==> config.mk <==
export PLATFORM = sky130hd
export DESIGN_NAME = clock_source_and_low_power_control
export DESIGN_NICKNAME = d
export VERILOG_FILES = /design/src/rtl/clock_source_and_low_power_control.v /design/src/rtl/glitch_free_switch.v
export VERILOG_INCLUDE_DIRS = /design/src /design/src/common
export SDC_FILE = /design/constraint.sdc
export NUM_CORES = 1
export LEC_CHECK = 0
export CORE_MARGIN = 2
export CORE_UTILIZATION = 26
export CTS_CLUSTER_DIAMETER = 120
export DETAILED_ROUTE_END_ITERATION = 10
export DONT_BUFFER_PORTS = 1
export PLACE_DENSITY = 0.44
export SYNTH_ARGS = -nofsm -noshare
export SYNTH_HDL_FRONTEND = slang
export SYNTH_SLANG_ARGS = --single-unit
==> constraint.sdc <==
create_clock -name sys_clk -period 2 [get_ports sys_clk]
set_clock_uncertainty 0.05 [all_clocks]
set_input_delay 0.1 -clock sys_clk [delete_from_list [all_inputs] [get_ports sys_clk]]
set_output_delay 0.1 -clock sys_clk [all_outputs]
set_load 0.01 [all_outputs]
==> src/common/clk_ctl_defines.vh <==
// Purpose: constants of the clock source and low-power control block
// Assumes: 32-bit Avalon-MM data, byte addresses
// Notes: offsets are byte addresses, one aligned word per register
`ifndef CLK_CTL_DEFINES_VH
`define CLK_CTL_DEFINES_VH

`define ADDR_W 6
`define OFS_CTRL0 6'h00
`define OFS_CTRL1 6'h04
`define OFS_CTRL2 6'h08
`define OFS_PLL 6'h0C
`define OFS_PMODE1 6'h10
`define OFS_DIV 6'h14
`define OFS_PROT 6'h18
`define OFS_STATUS 6'h1C

// clock_control_reg_zero fields
`define B_PERIPH_STOP 2
`define B_DRIVE_HIGH 3
`define B_SUB_EN 4
`define B_MAIN_STOP 5
`define B_CPU_SUB 7
// clock_control_reg_one fields
`define B_ALL_STOP 0
`define B_MAIN_PLL 7
// clock_control_reg_two fields
`define B_ALT_SEL 1
// pll_control_reg fields
`define B_PLL_ON 7
// processor_mode_reg_one fields
`define B_WAIT_STATE 2
// protect register fields
`define B_PROT_CLK 0
`define B_PROT_MODE 1
`define B_PROT_TWO 2
// divide field
`define DIV_W 5

// reset values
`define RST_CTRL0 8'h08
`define RST_CTRL1 8'h00
`define RST_CTRL2 8'h00
`define RST_PLL 8'h00
`define RST_PMODE1 8'h00
`define RST_DIV 5'h08
`define RST_PROT 3'h0

// prefetch slots that run before the clocks halt
`define PREFETCH_CYCLES 3'h4
`define PREFETCH_W 3

// cpu clock source codes
`define SRC_MAIN 2'h0
`define SRC_PLL 2'h1
`define SRC_ALT 2'h2
`define SRC_SUB 2'h3

`endif

==> src/rtl/clock_source_and_low_power_control.v <==
// Purpose: clock source selection, divider, wait/stop control and write protection
// Assumes: Avalon-MM slave with waitrequest; oscillator levels arrive as pins
// Notes: oscillator pins and the nmi_n pin pass two flip-flops first
//
// The implementer's own choices: the Avalon-MM register port and the placing of the registers.
`include "clk_ctl_defines.vh"

module clock_source_and_low_power_control (
	input wire sys_clk,
	input wire rstn,
	input wire [`ADDR_W-1:0] avs_address,
	input wire avs_read,
	input wire avs_write,
	input wire [31:0] avs_writedata,
	output reg [31:0] avs_readdata,
	output wire avs_waitrequest,
	input wire main_osc_in,
	input wire sub_osc_in,
	input wire pll_clk_in,
	input wire alt_osc_in,
	input wire nmi_n,
	input wire wake_irq,
	input wire cpu_wait_req,
	input wire cpu_write_strobe,
	output wire main_osc_enable,
	output wire sub_osc_enable,
	output wire sub_osc_drive_high,
	output wire pll_on,
	output wire bus_wait_state_select,
	output reg cpu_clk_q,
	output wire cpu_run,
	output wire periph_run,
	output wire sub_timer_run,
	output wire stop_mode,
	output wire wait_mode,
	output reg queue_release_q,
	output reg wake_event_q
);

localparam PM_RUN = 2'h0;
localparam PM_PREFETCH = 2'h1;
localparam PM_STOP = 2'h2;
localparam PM_WAIT = 2'h3;

// decode one aligned register offset
function hit;
	input [`ADDR_W-1:0] addr;
	input [`ADDR_W-1:0] ofs;
	begin
		hit = (addr == ofs);
	end
endfunction

////////////////////////////////////////////////////////////////////////////////
// pin synchronisers

wire [4:0] pin_raw;
wire [4:0] pin_s;
reg [4:0] sync1_q;
reg [4:0] sync2_q;

assign pin_raw = {nmi_n, alt_osc_in, pll_clk_in, sub_osc_in, main_osc_in};
assign pin_s = sync2_q;

genvar gi;
generate
	for (gi = 0; gi < 5; gi = gi + 1)
	begin : g_sync
		always @(posedge sys_clk)
		begin
			if (!rstn)
			begin
				sync1_q[gi] <= (gi == 4) ? 1'b1 : 1'b0;
				sync2_q[gi] <= (gi == 4) ? 1'b1 : 1'b0;
			end
			else
			begin
				sync1_q[gi] <= pin_raw[gi];
				sync2_q[gi] <= sync1_q[gi];
			end
		end
	end
endgenerate

wire main_s = pin_s[0];
wire sub_s = pin_s[1];
wire pll_s = pin_s[2];
wire alt_s = pin_s[3];
wire nmi_n_s = pin_s[4];

////////////////////////////////////////////////////////////////////////////////
// avalon slave

reg ack_q;
reg [7:0] ctrl0_q;
reg [7:0] ctrl1_q;
reg [7:0] ctrl2_q;
reg [7:0] pll_q;
reg [7:0] pmode1_q;
reg [`DIV_W-1:0] div_q;
reg [2:0] prot_q;
reg [1:0] pm_q;
reg [`PREFETCH_W-1:0] pf_cnt_q;
wire [1:0] sel_cur;
wire sw_busy;

assign avs_waitrequest = (avs_read | avs_write) & ~ack_q;

wire wr_go = avs_write & ack_q;
wire wr_ctrl0 = wr_go & hit(avs_address, `OFS_CTRL0) & prot_q[`B_PROT_CLK];
wire wr_ctrl1 = wr_go & hit(avs_address, `OFS_CTRL1) & prot_q[`B_PROT_CLK];
wire wr_ctrl2 = wr_go & hit(avs_address, `OFS_CTRL2) & prot_q[`B_PROT_CLK];
wire wr_pll = wr_go & hit(avs_address, `OFS_PLL) & prot_q[`B_PROT_CLK];
wire wr_pmode1 = wr_go & hit(avs_address, `OFS_PMODE1) & prot_q[`B_PROT_MODE];
wire wr_div = wr_go & hit(avs_address, `OFS_DIV) & prot_q[`B_PROT_TWO];
wire wr_prot = wr_go & hit(avs_address, `OFS_PROT);

wire [7:0] status_w = {2'h0, sw_busy, sel_cur, nmi_n_s, pm_q};

always @(posedge sys_clk)
begin
	if (!rstn)
	begin
		ack_q <= 1'b0;
		avs_readdata <= 32'h0;
	end
	else
	begin
		ack_q <= (avs_read | avs_write) & ~ack_q;
		if (avs_read & ~ack_q)
		begin
			case (avs_address)
				`OFS_CTRL0: avs_readdata <= {24'h0, ctrl0_q};
				`OFS_CTRL1: avs_readdata <= {24'h0, ctrl1_q};
				`OFS_CTRL2: avs_readdata <= {24'h0, ctrl2_q};
				`OFS_PLL: avs_readdata <= {24'h0, pll_q};
				`OFS_PMODE1: avs_readdata <= {24'h0, pmode1_q};
				`OFS_DIV: avs_readdata <= {27'h0, div_q};
				`OFS_PROT: avs_readdata <= {29'h0, prot_q};
				`OFS_STATUS: avs_readdata <= {24'h0, status_w};
				default: avs_readdata <= 32'h0;
			endcase
		end
	end
end

////////////////////////////////////////////////////////////////////////////////
// control registers and write protection

wire stop_enter = (pm_q == PM_PREFETCH) && (pf_cnt_q == `PREFETCH_CYCLES);
wire stop_exit = (pm_q == PM_STOP) && (wake_irq || !nmi_n_s);
wire stop_abort = (pm_q == PM_PREFETCH) && !nmi_n_s;

always @(posedge sys_clk)
begin
	if (!rstn)
	begin
		ctrl0_q <= `RST_CTRL0;
		ctrl1_q <= `RST_CTRL1;
		ctrl2_q <= `RST_CTRL2;
		pll_q <= `RST_PLL;
		pmode1_q <= `RST_PMODE1;
		div_q <= `RST_DIV;
		prot_q <= `RST_PROT;
	end
	else
	begin
		if (wr_ctrl0)
			ctrl0_q <= avs_writedata[7:0];
		if (stop_enter)
			ctrl0_q[`B_DRIVE_HIGH] <= 1'b1;
		if (wr_ctrl1)
		begin
			ctrl1_q <= avs_writedata[7:0];
			ctrl1_q[`B_ALL_STOP] <= avs_writedata[`B_ALL_STOP] & nmi_n_s & (pm_q == PM_RUN);
		end
		// stop bit ends with wake-up or abort
		if (stop_exit || stop_abort)
			ctrl1_q[`B_ALL_STOP] <= 1'b0;
		if (wr_ctrl2)
			ctrl2_q <= avs_writedata[7:0];
		if (wr_pll)
			pll_q <= avs_writedata[7:0];
		if (wr_pmode1)
			pmode1_q <= avs_writedata[7:0];
		if (wr_div)
			div_q <= avs_writedata[`DIV_W-1:0];
		if (wr_prot)
			prot_q <= avs_writedata[2:0];
		else if (wr_go | cpu_write_strobe)
			prot_q[`B_PROT_TWO] <= 1'b0;
	end
end

assign sub_osc_drive_high = ctrl0_q[`B_DRIVE_HIGH];
assign sub_osc_enable = ctrl0_q[`B_SUB_EN];
assign main_osc_enable = ~ctrl0_q[`B_MAIN_STOP] & (pm_q != PM_STOP);
assign pll_on = pll_q[`B_PLL_ON] & (pm_q != PM_STOP);
assign bus_wait_state_select = pmode1_q[`B_WAIT_STATE];

////////////////////////////////////////////////////////////////////////////////
// power mode sequencer

always @(posedge sys_clk)
begin
	if (!rstn)
	begin
		pm_q <= PM_RUN;
		pf_cnt_q <= {`PREFETCH_W{1'b0}};
		queue_release_q <= 1'b0;
		wake_event_q <= 1'b0;
	end
	else
	begin
		queue_release_q <= 1'b0;
		wake_event_q <= queue_release_q;
		case (pm_q)
			PM_RUN:
			begin
				pf_cnt_q <= {`PREFETCH_W{1'b0}};
				if (ctrl1_q[`B_ALL_STOP])
					pm_q <= PM_PREFETCH;
				else if (cpu_wait_req)
					pm_q <= PM_WAIT;
			end
			PM_PREFETCH:
			begin
				pf_cnt_q <= pf_cnt_q + 1'b1;
				if (!nmi_n_s)
					pm_q <= PM_RUN;
				else if (stop_enter)
					pm_q <= PM_STOP;
			end
			PM_STOP:
			begin
				// queued instruction runs before wake event
				if (stop_exit)
				begin
					pm_q <= PM_RUN;
					queue_release_q <= 1'b1;
				end
			end
			PM_WAIT:
			begin
				if (wake_irq || !nmi_n_s)
				begin
					pm_q <= PM_RUN;
					queue_release_q <= 1'b1;
				end
			end
			default:
				pm_q <= PM_RUN;
		endcase
	end
end

assign stop_mode = (pm_q == PM_STOP);
assign wait_mode = (pm_q == PM_WAIT);
assign cpu_run = (pm_q == PM_RUN) || (pm_q == PM_PREFETCH);
assign periph_run = cpu_run || (wait_mode && !ctrl0_q[`B_PERIPH_STOP]);
// sub timer clock survives peripheral stop
assign sub_timer_run = ctrl0_q[`B_SUB_EN] && !stop_mode;

////////////////////////////////////////////////////////////////////////////////
// source selection, divider and glitch-free switch

reg [1:0] sel_req;
always @*
begin
	if (ctrl0_q[`B_CPU_SUB])
		sel_req = `SRC_SUB;
	else if (ctrl2_q[`B_ALT_SEL])
		sel_req = `SRC_ALT;
	else if (ctrl1_q[`B_MAIN_PLL])
		sel_req = `SRC_PLL;
	else
		sel_req = `SRC_MAIN;
end

wire [3:0] src_level = {sub_s, alt_s, pll_s, main_s};
wire sw_clk;

glitch_free_switch u_switch (
	.sys_clk(sys_clk),
	.rstn(rstn),
	.src_level(src_level),
	.sel_req(sel_req),
	.clk_out_q(sw_clk),
	.sel_cur(sel_cur),
	.busy(sw_busy)
);

// divider counts rising edges; sub clock bypasses it
reg sw_clk_d1_q;
reg [`DIV_W-1:0] div_cnt_q;
reg div_out_q;
wire sw_rise = sw_clk & ~sw_clk_d1_q;
wire div_bypass = (sel_cur == `SRC_SUB) || (div_q <= 5'h01);

always @(posedge sys_clk)
begin
	if (!rstn)
	begin
		sw_clk_d1_q <= 1'b0;
		div_cnt_q <= {`DIV_W{1'b0}};
		div_out_q <= 1'b0;
		cpu_clk_q <= 1'b0;
	end
	else
	begin
		sw_clk_d1_q <= sw_clk;
		if (sw_rise)
		begin
			if (div_cnt_q >= div_q - 5'h01)
			begin
				div_cnt_q <= {`DIV_W{1'b0}};
				div_out_q <= 1'b1;
			end
			else
			begin
				div_cnt_q <= div_cnt_q + 5'h01;
				if (div_cnt_q == ((div_q >> 1) - 5'h01))
					div_out_q <= 1'b0;
			end
		end
		if (!cpu_run)
			cpu_clk_q <= 1'b0;
		else if (div_bypass)
			cpu_clk_q <= sw_clk;
		else
			cpu_clk_q <= div_out_q;
	end
end

endmodule // clock_source_and_low_power_control

==> src/rtl/glitch_free_switch.v <==
// Purpose: switches the cpu clock level between sampled sources without glitches
// Assumes: source levels are already synchronised to sys_clk
// Notes: output is held low while the switch is in progress
`include "clk_ctl_defines.vh"

module glitch_free_switch (
	input wire sys_clk,
	input wire rstn,
	input wire [3:0] src_level,
	input wire [1:0] sel_req,
	output reg clk_out_q,
	output wire [1:0] sel_cur,
	output wire busy
);

localparam ST_RUN = 2'h0;
localparam ST_DROP = 2'h1;
localparam ST_ADOPT = 2'h2;

reg [1:0] st_q;
reg [1:0] cur_q;
reg [1:0] nxt_q;

assign sel_cur = cur_q;
assign busy = (st_q != ST_RUN);

always @(posedge sys_clk)
begin
	if (!rstn)
	begin
		st_q <= ST_RUN;
		cur_q <= `SRC_MAIN;
		nxt_q <= `SRC_MAIN;
		clk_out_q <= 1'b0;
	end
	else
	begin
		case (st_q)
			ST_RUN:
			begin
				clk_out_q <= src_level[cur_q];
				// leave old source only when low
				if (sel_req != cur_q && !src_level[cur_q])
				begin
					st_q <= ST_DROP;
					nxt_q <= sel_req;
					clk_out_q <= 1'b0;
				end
			end
			ST_DROP:
			begin
				clk_out_q <= 1'b0;
				if (!src_level[nxt_q])
					st_q <= ST_ADOPT;
			end
			ST_ADOPT:
			begin
				// join new source at a low phase
				cur_q <= nxt_q;
				clk_out_q <= 1'b0;
				st_q <= ST_RUN;
			end
			default:
			begin
				st_q <= ST_RUN;
				clk_out_q <= 1'b0;
			end
		endcase
	end
end

endmodule // glitch_free_switch

======== Yosys cells after proc, flatten, opt, wreduce, memory -nomap -nowiden ========
Cells that the tools add are included.
Widths: inputs -> output; s select.
storage, ports and cells
  flip-flop bits (word level) ............. 113
  input port bits ......................... 50
cells by class
  $add $sub $neg .......................... 4
  order comparisons ....................... 4
  equality and inequality tests ........... 23
  multiplexer cells ....................... 28
  bitwise logic cells ..................... 28
  reduce and logical (&&, ||, !) cells .... 30
operators by type and width
  cell                 count
  $pmux 8 s8           1
  $eq 6x5->1 const B   4
  $and 1x1->1          21
  $mux 2               10
  $eq 6x4->1 const B   2
  $mux 1               10
  $eq 2x2->1 const B   4
  $pmux 2 s4           1
  $reduce_and 2->1     4
  $reduce_bool 2->1    4
  $eq 6x3->1 const B   1
  $logic_and 1x1->1    6
  $logic_not 6->1      1
  $lt 2x3->1 const B   2
  $ne 2x1->1 const B   3
  $ne 3x3->1 const B   2
  $pmux 3 s2           1
  $add 5x1->5 const B  1
  $eq 5x5->1           1
  $ge 5x5->1           1
  $le 5x1->1 const B   1
  $logic_or 1x1->1     5
  $mux 5               1
  $not 1->1            5
  other kinds (16)     25

======== Longest topological paths before layout ========
  word-level depth ........................ 7
  gate-level depth with buffers ........... 8
  mapped depth without buffers ............ 8

======== Modules after synthesis ========
Synthesis repeated with hierarchy kept, for this count alone.
unflattened totals
  cell total of the unflattened synthesis .. 470
  area, all modules ....................... 4,405.5 sq um
by module, submodules not included
  module                              instances  cells an instance  area each (sq um)
  clock_source_and_low_power_control  1          440                4,063.9
  glitch_free_switch                  1          30                 341.6

======== Least setup slack after synthesis ========
Ideal clock, no wire load.
  path kind ............................... register to register
  from .................................... register div_q[1]
  to ...................................... register div_cnt_q[0]
  arrival time ............................ 1.719 ns
  data required time ...................... 1.820 ns
  setup slack ............................. 0.101 ns
  cell stages (with the launch flop) ...... 9
  path buffers ............................ 0
  clock period less this slack ............ 1.899 ns
  cell sequence ........................... dfxtp_1 inv_1 ha_1 a21boi_0 xnor2_1 ha_1 nand3_1 o221ai_1 nor2_1
on the way
  cells in the longest elaborated chain, start to end .. 3
RTL lines
  item                      RTL line                                  RTL
  start: declaration        clock_source_and_low_power_control.v:100  reg [`DIV_W-1:0] div_q;
  start signal: assignment  clock_source_and_low_power_control.v:163  div_q <= `RST_DIV;
  start signal: assignment  clock_source_and_low_power_control.v:187  div_q <= avs_writedata[`DIV_W-1:0];
  $sub 5x1->5               clock_source_and_low_power_control.v:314  if (div_cnt_q >= div_q - 5'h01)
  $ge 5x5->1                clock_source_and_low_power_control.v:314
  $mux 5                    clock_source_and_low_power_control.v:314
  end signal: assignment    clock_source_and_low_power_control.v:305  div_cnt_q <= {`DIV_W{1'b0}};
  end signal: assignment    clock_source_and_low_power_control.v:316  div_cnt_q <= {`DIV_W{1'b0}};
  end signal: assignment    clock_source_and_low_power_control.v:321  div_cnt_q <= div_cnt_q + 5'h01;
  end: declaration          clock_source_and_low_power_control.v:295  reg [`DIV_W-1:0] div_cnt_q;
No other way between the ends.
A chain may end at the register's enable or synchronous reset.

======== Worst setup path after layout ========
  from .................................... register ack_q
  to ...................................... register div_q[3]
on the way
  cells in the longest elaborated chain, start to end .. 3
RTL lines
  item                       RTL line                                  RTL
  start: declaration         clock_source_and_low_power_control.v:94   reg ack_q;
  start signal: assignment   clock_source_and_low_power_control.v:129  ack_q <= (avs_read | avs_write) & ~ack_q;
  $and 1x1->1                clock_source_and_low_power_control.v:109  wire wr_go = avs_write & ack_q;
  $and 1x1->1 (2 in series)  clock_source_and_low_power_control.v:115  wire wr_div = wr_go & hit(avs_address, `OFS_DIV) & prot_q[`B_PROT_TWO];
No other way between the ends.

==> summary.md <==
| Metric | Value |
|---|---|
| Outcome | `finished, final reports clean` |
| DIE HEIGHT | `135 um` |
| Post-Route WL | `12.5 mm` |
| Yosys warns | `0` |
| Synth cell types | `60` |
| Worst-path cell chain | `and4_1, mux2i_1, nand2_1, dlygate4sd3_1` |
| Unrepaired setup endpoints after global routing | `no` |
| First-pass GRT wire length | `19.5 mm` |
| Routed Antenna Nets | `0` |
| Synth area leader | `dfxtp_1` |
| Multi-input logic area | `2410 um2` |
| Setup crit start | `ack_q` |
| Later-pin clock latency in the skew report | `0.35 ns` |
| Simple-gate share of the synthesized area | `23.6%` |
| Layout Area Growth over Synthesis | `16.6%` |
| Reg clk slew, reported paths | `0.06 ns` |
| Die area | `18100 um2` |
| Synth top area share | `40.2%` |
| Cell Area, Synth | `4430 um2` |
| R2R depth | `4` |
| Max-cap violations | `0` |
| Worst Hold Class | `in2reg` |
| Actual slew at the worst max-slew pin | `0.548 ns` |
| Fmax | `536 MHz` |
| Internal | `2.76 mW` |
| Wire length per cell | `16.7 um` |
| Pins Over Slew Limit | `0` |
| DRC | `0` |
| Flops & latches, synth | `89` |
| Number of global-route vias before repair | `3517` |
| Comb pwr share | `6.4%` |
| Root buffer cell | `clkbuf_16` |
| Largest stage delay, worst path | `0.55 ns` |
| Most frequent cell after synthesis | `dfxtp_1` |
| Clk sinks | `89` |
| CTS H-Tree Depth | `3` |
| Area after DPL | `4640 um2` |
| Worst path slowest cell | `dlygate4sd3_1` |
| Grt ovf | `0` |
| Sequential Power Share | `50.0%` |
| Ys flop type | `dfxtp_1` |
| Num CTS Buffers | `9` |
| # rows | `47` |
| Max layer used | `met4` |
| Worst flop-to-flop path startpoint | `ack_q` |
| Worst-path fanout max | `6` |
| Top cells by count, synth | `dfxtp_1 (89), nand2_1 (63), nand3_1 (33)` |
| Reg-to-reg slack, setup | `0.13 ns` |
| Post-Place Setup Slack | `-0.0197 ns` |
| Antenna cells | `0` |
| Final core occ | `31.0%` |
| Post-synthesis mux area share | `5.59%` |
| Routability congestion estimate | `0.830` |
| Buffers on Ports | `0` |
| NetSw | `0.870 mW` |
| Worst path depth | `4` |
| Post-synthesis compound-gate area fraction | `16.8%` |
| Layout Cells excl Fill | `748` |
| Hold Fails Final Rpt | `0` |
| Min Hold Slack | `0.0378 ns` |
| Nets | `585` |
| Area contributors post-synth | `dfxtp_1 (40%), nand2_1 (5.3%), a21boi_0 (5.1%), mux2i_1 (4.1%), buf_4 (4.1%)` |
| Met3 wire len | `909 um` |
| Met1 WL | `5.55 mm` |
| Clock share of power | `43.7%` |
| Setup TNS | `0 ns` |
| Synth Area in XOR/XNOR | `2.77%` |
| Largest net degree at the start of global routing | `71` |
| Horiz. Die Dim | `135 um` |
| Setup slack after layout | `0.134 ns` |
| Initial antenna violation count | `0` |
| Min Tclk post-route | `1.87 ns` |
| RR Endpoint | `div_q[3]` |
| Crit. End Element | `flip-flop` |
| Mapped Cells | `497` |
| Critical path class | `reg2reg` |
| Worst path bufs/invs | `1` |
| Crit path DAT | `2.05 ns` |
| Synthesized area per cell | `8.92 um2` |
| Crit path max-delay family | `buffers and inverters` |
| Sequential cell area fraction in the yosys report | `40.2%` |
| Sw Ratio | `23.9%` |
| Post-DP HPWL | `8.84 mm` |
| Fill count | `1731` |
| Fin crit share | `93.3%` |
| Top Ports | `96` |
| Adder-cell area share of the yosys netlist | `3.39%` |
| Total power | `3.63 mW` |
| Met2 wire length | `5.87 mm` |
| Global Route Usage Sum | `14.1%` |
| Post-placement cell count | `709` |
| End of the critical path | `div_q[3]` |
| 1st-iter DRT viols | `211` |
| VDD IR max | `0.369 mV` |
| Core footprint | `16600 um2` |
| Post-synth ARST share | `0%` |
| Largest family of logic cells by synthesized area | `simple AND/OR/NAND/NOR gates` |
| CP required | `2.18 ns` |
| Pwr Density | `703 nW/um2` |
| Post-synth EDFFs | `0` |
| Register area | `1780 um2` |
| Layout cells sized above 1 | `8.52%` |
| Leak | `1.91 nW` |
| Clock Tree Buf Depth | `2` |
| Drt pass-1 iters | `4` |
| Final instance area | `5170 um2` |
| CTS tree | `yes` |
| Drt via density | `4.79` |
| Initial Utilization | `26.6%` |
| Startpoint type of the worst setup path | `flip-flop` |
| Setup Viol. Count Final | `0` |
| Vias | `3585` |
| Relative max-transition margin | `62.9%` |
==> worst min-delay path by stage <==
stage | cells past startpoint | startpoint | to | slack, ns
floorplan | 1 | nmi_n | sync1_q[4] | 0.15
global placement | 1 | rstn | div_q[3] | 0.12
detailed placement | 1 | rstn | div_q[3] | 0.13
CTS | 3 | avs_address[2] | prot_q[1] | 0.01
global route | 2 | rstn | sync1_q[4] | 0.04
finish | 4 | avs_address[5] | avs_readdata[2] | 0.04
==> final cells by class <==
type,instances,area share (%)
clock inverters,2,0.266
clock buffers,14,4.92
inverters,13,0.945
well taps,220,5.33
flip-flops and latches,89,34.5
multi-input cells,369,46.6
repair buffers,41,7.41
==> power groups by stage <==
| stage | combinational [mW] | clock, mW | sequential [mW] |
|---|---|---|---|
| 3_3_place_gp | 0.154 | 0 | 1.86 |
| 6_report | 0.231 | 1.59 | 1.82 |
| 3_5_place_dp | 0.155 | 0 | 1.86 |
| 4_1_cts | 0.230 | 1.64 | 1.82 |
| 5_1_grt | 0.256 | 1.69 | 1.82 |
| 2_1_floorplan | 0.179 | 0 | 1.84 |
==> metal layers <==
metal	vias up	track usage, %
met5	-	0
met1	1712	18.2
met2	103	22.9
li1	1759	-
met4	0	4.04
met3	11	4.13
==> cells in the final DEF (no fill, tap or decap), drive strengths merged, types with 9 or more instances in the layout <==
| cell type | n |
|---|---|
| dfxtp | 89 |
| nand2 | 63 |
| nand3 | 33 |
| a21boi | 30 |
| conb | 24 |
| dlygate4sd3 | 22 |
| nor2 | 21 |
| buf | 19 |
| nor2b | 18 |
| mux2i | 18 |
| and2 | 17 |
| clkbuf | 14 |
| a22oi | 12 |
| ha | 12 |
| inv | 11 |
| a21oi | 10 |
| xnor2 | 9 |
| nand2b | 9 |
==> cell families (layout without fill, tap and decap cells) <==
kind of cell | Yosys count | count (layout)
adders and majority gates | 12 | 12
AOI/OAI and AO/OA | 101 | 101
buffers and inverters | 62 | 70
muxes | 22 | 22
xor gates and xnor gates | 14 | 14
DFF | 89 | 89
and+or+nand+nor | 196 | 196
other | 1 | 24
==> worst register-to-register path: stages, from the launching register on <==
cell           delay [ns]
dfxtp_1              0.44
and4_1               0.43
mux2i_1              0.22
nand2_1              0.06
dlygate4sd3_1        0.55
==> timing repair <==
action / 4_1_cts / 5_1_grt
endpoints found under the setup margin: 5 / 7
setup buffers: 0 / 0
gates resized for setup: 1 / 2
pin swaps: 0 / 0
hold buffers: 22 / 1
gates cloned: 0 / 0
hold endpoints to repair: 85 / 1
==> registers in the layout (all words and copies together) (netlist names), 2 cells and up <==
name / count
u_switch.st_q: 2
u_switch.sel_cur: 2
pm_q: 2
u_switch.nxt_q: 2
prot_q: 3
pll_q: 8
ctrl1_q: 8
sync1_q: 5
avs_readdata: 8
pmode1_q: 8
div_cnt_q: 5
div_q: 5
pf_cnt_q: 3
ctrl0_q: 8
ctrl2_q: 8
Power figures use the tool's default switching activity.
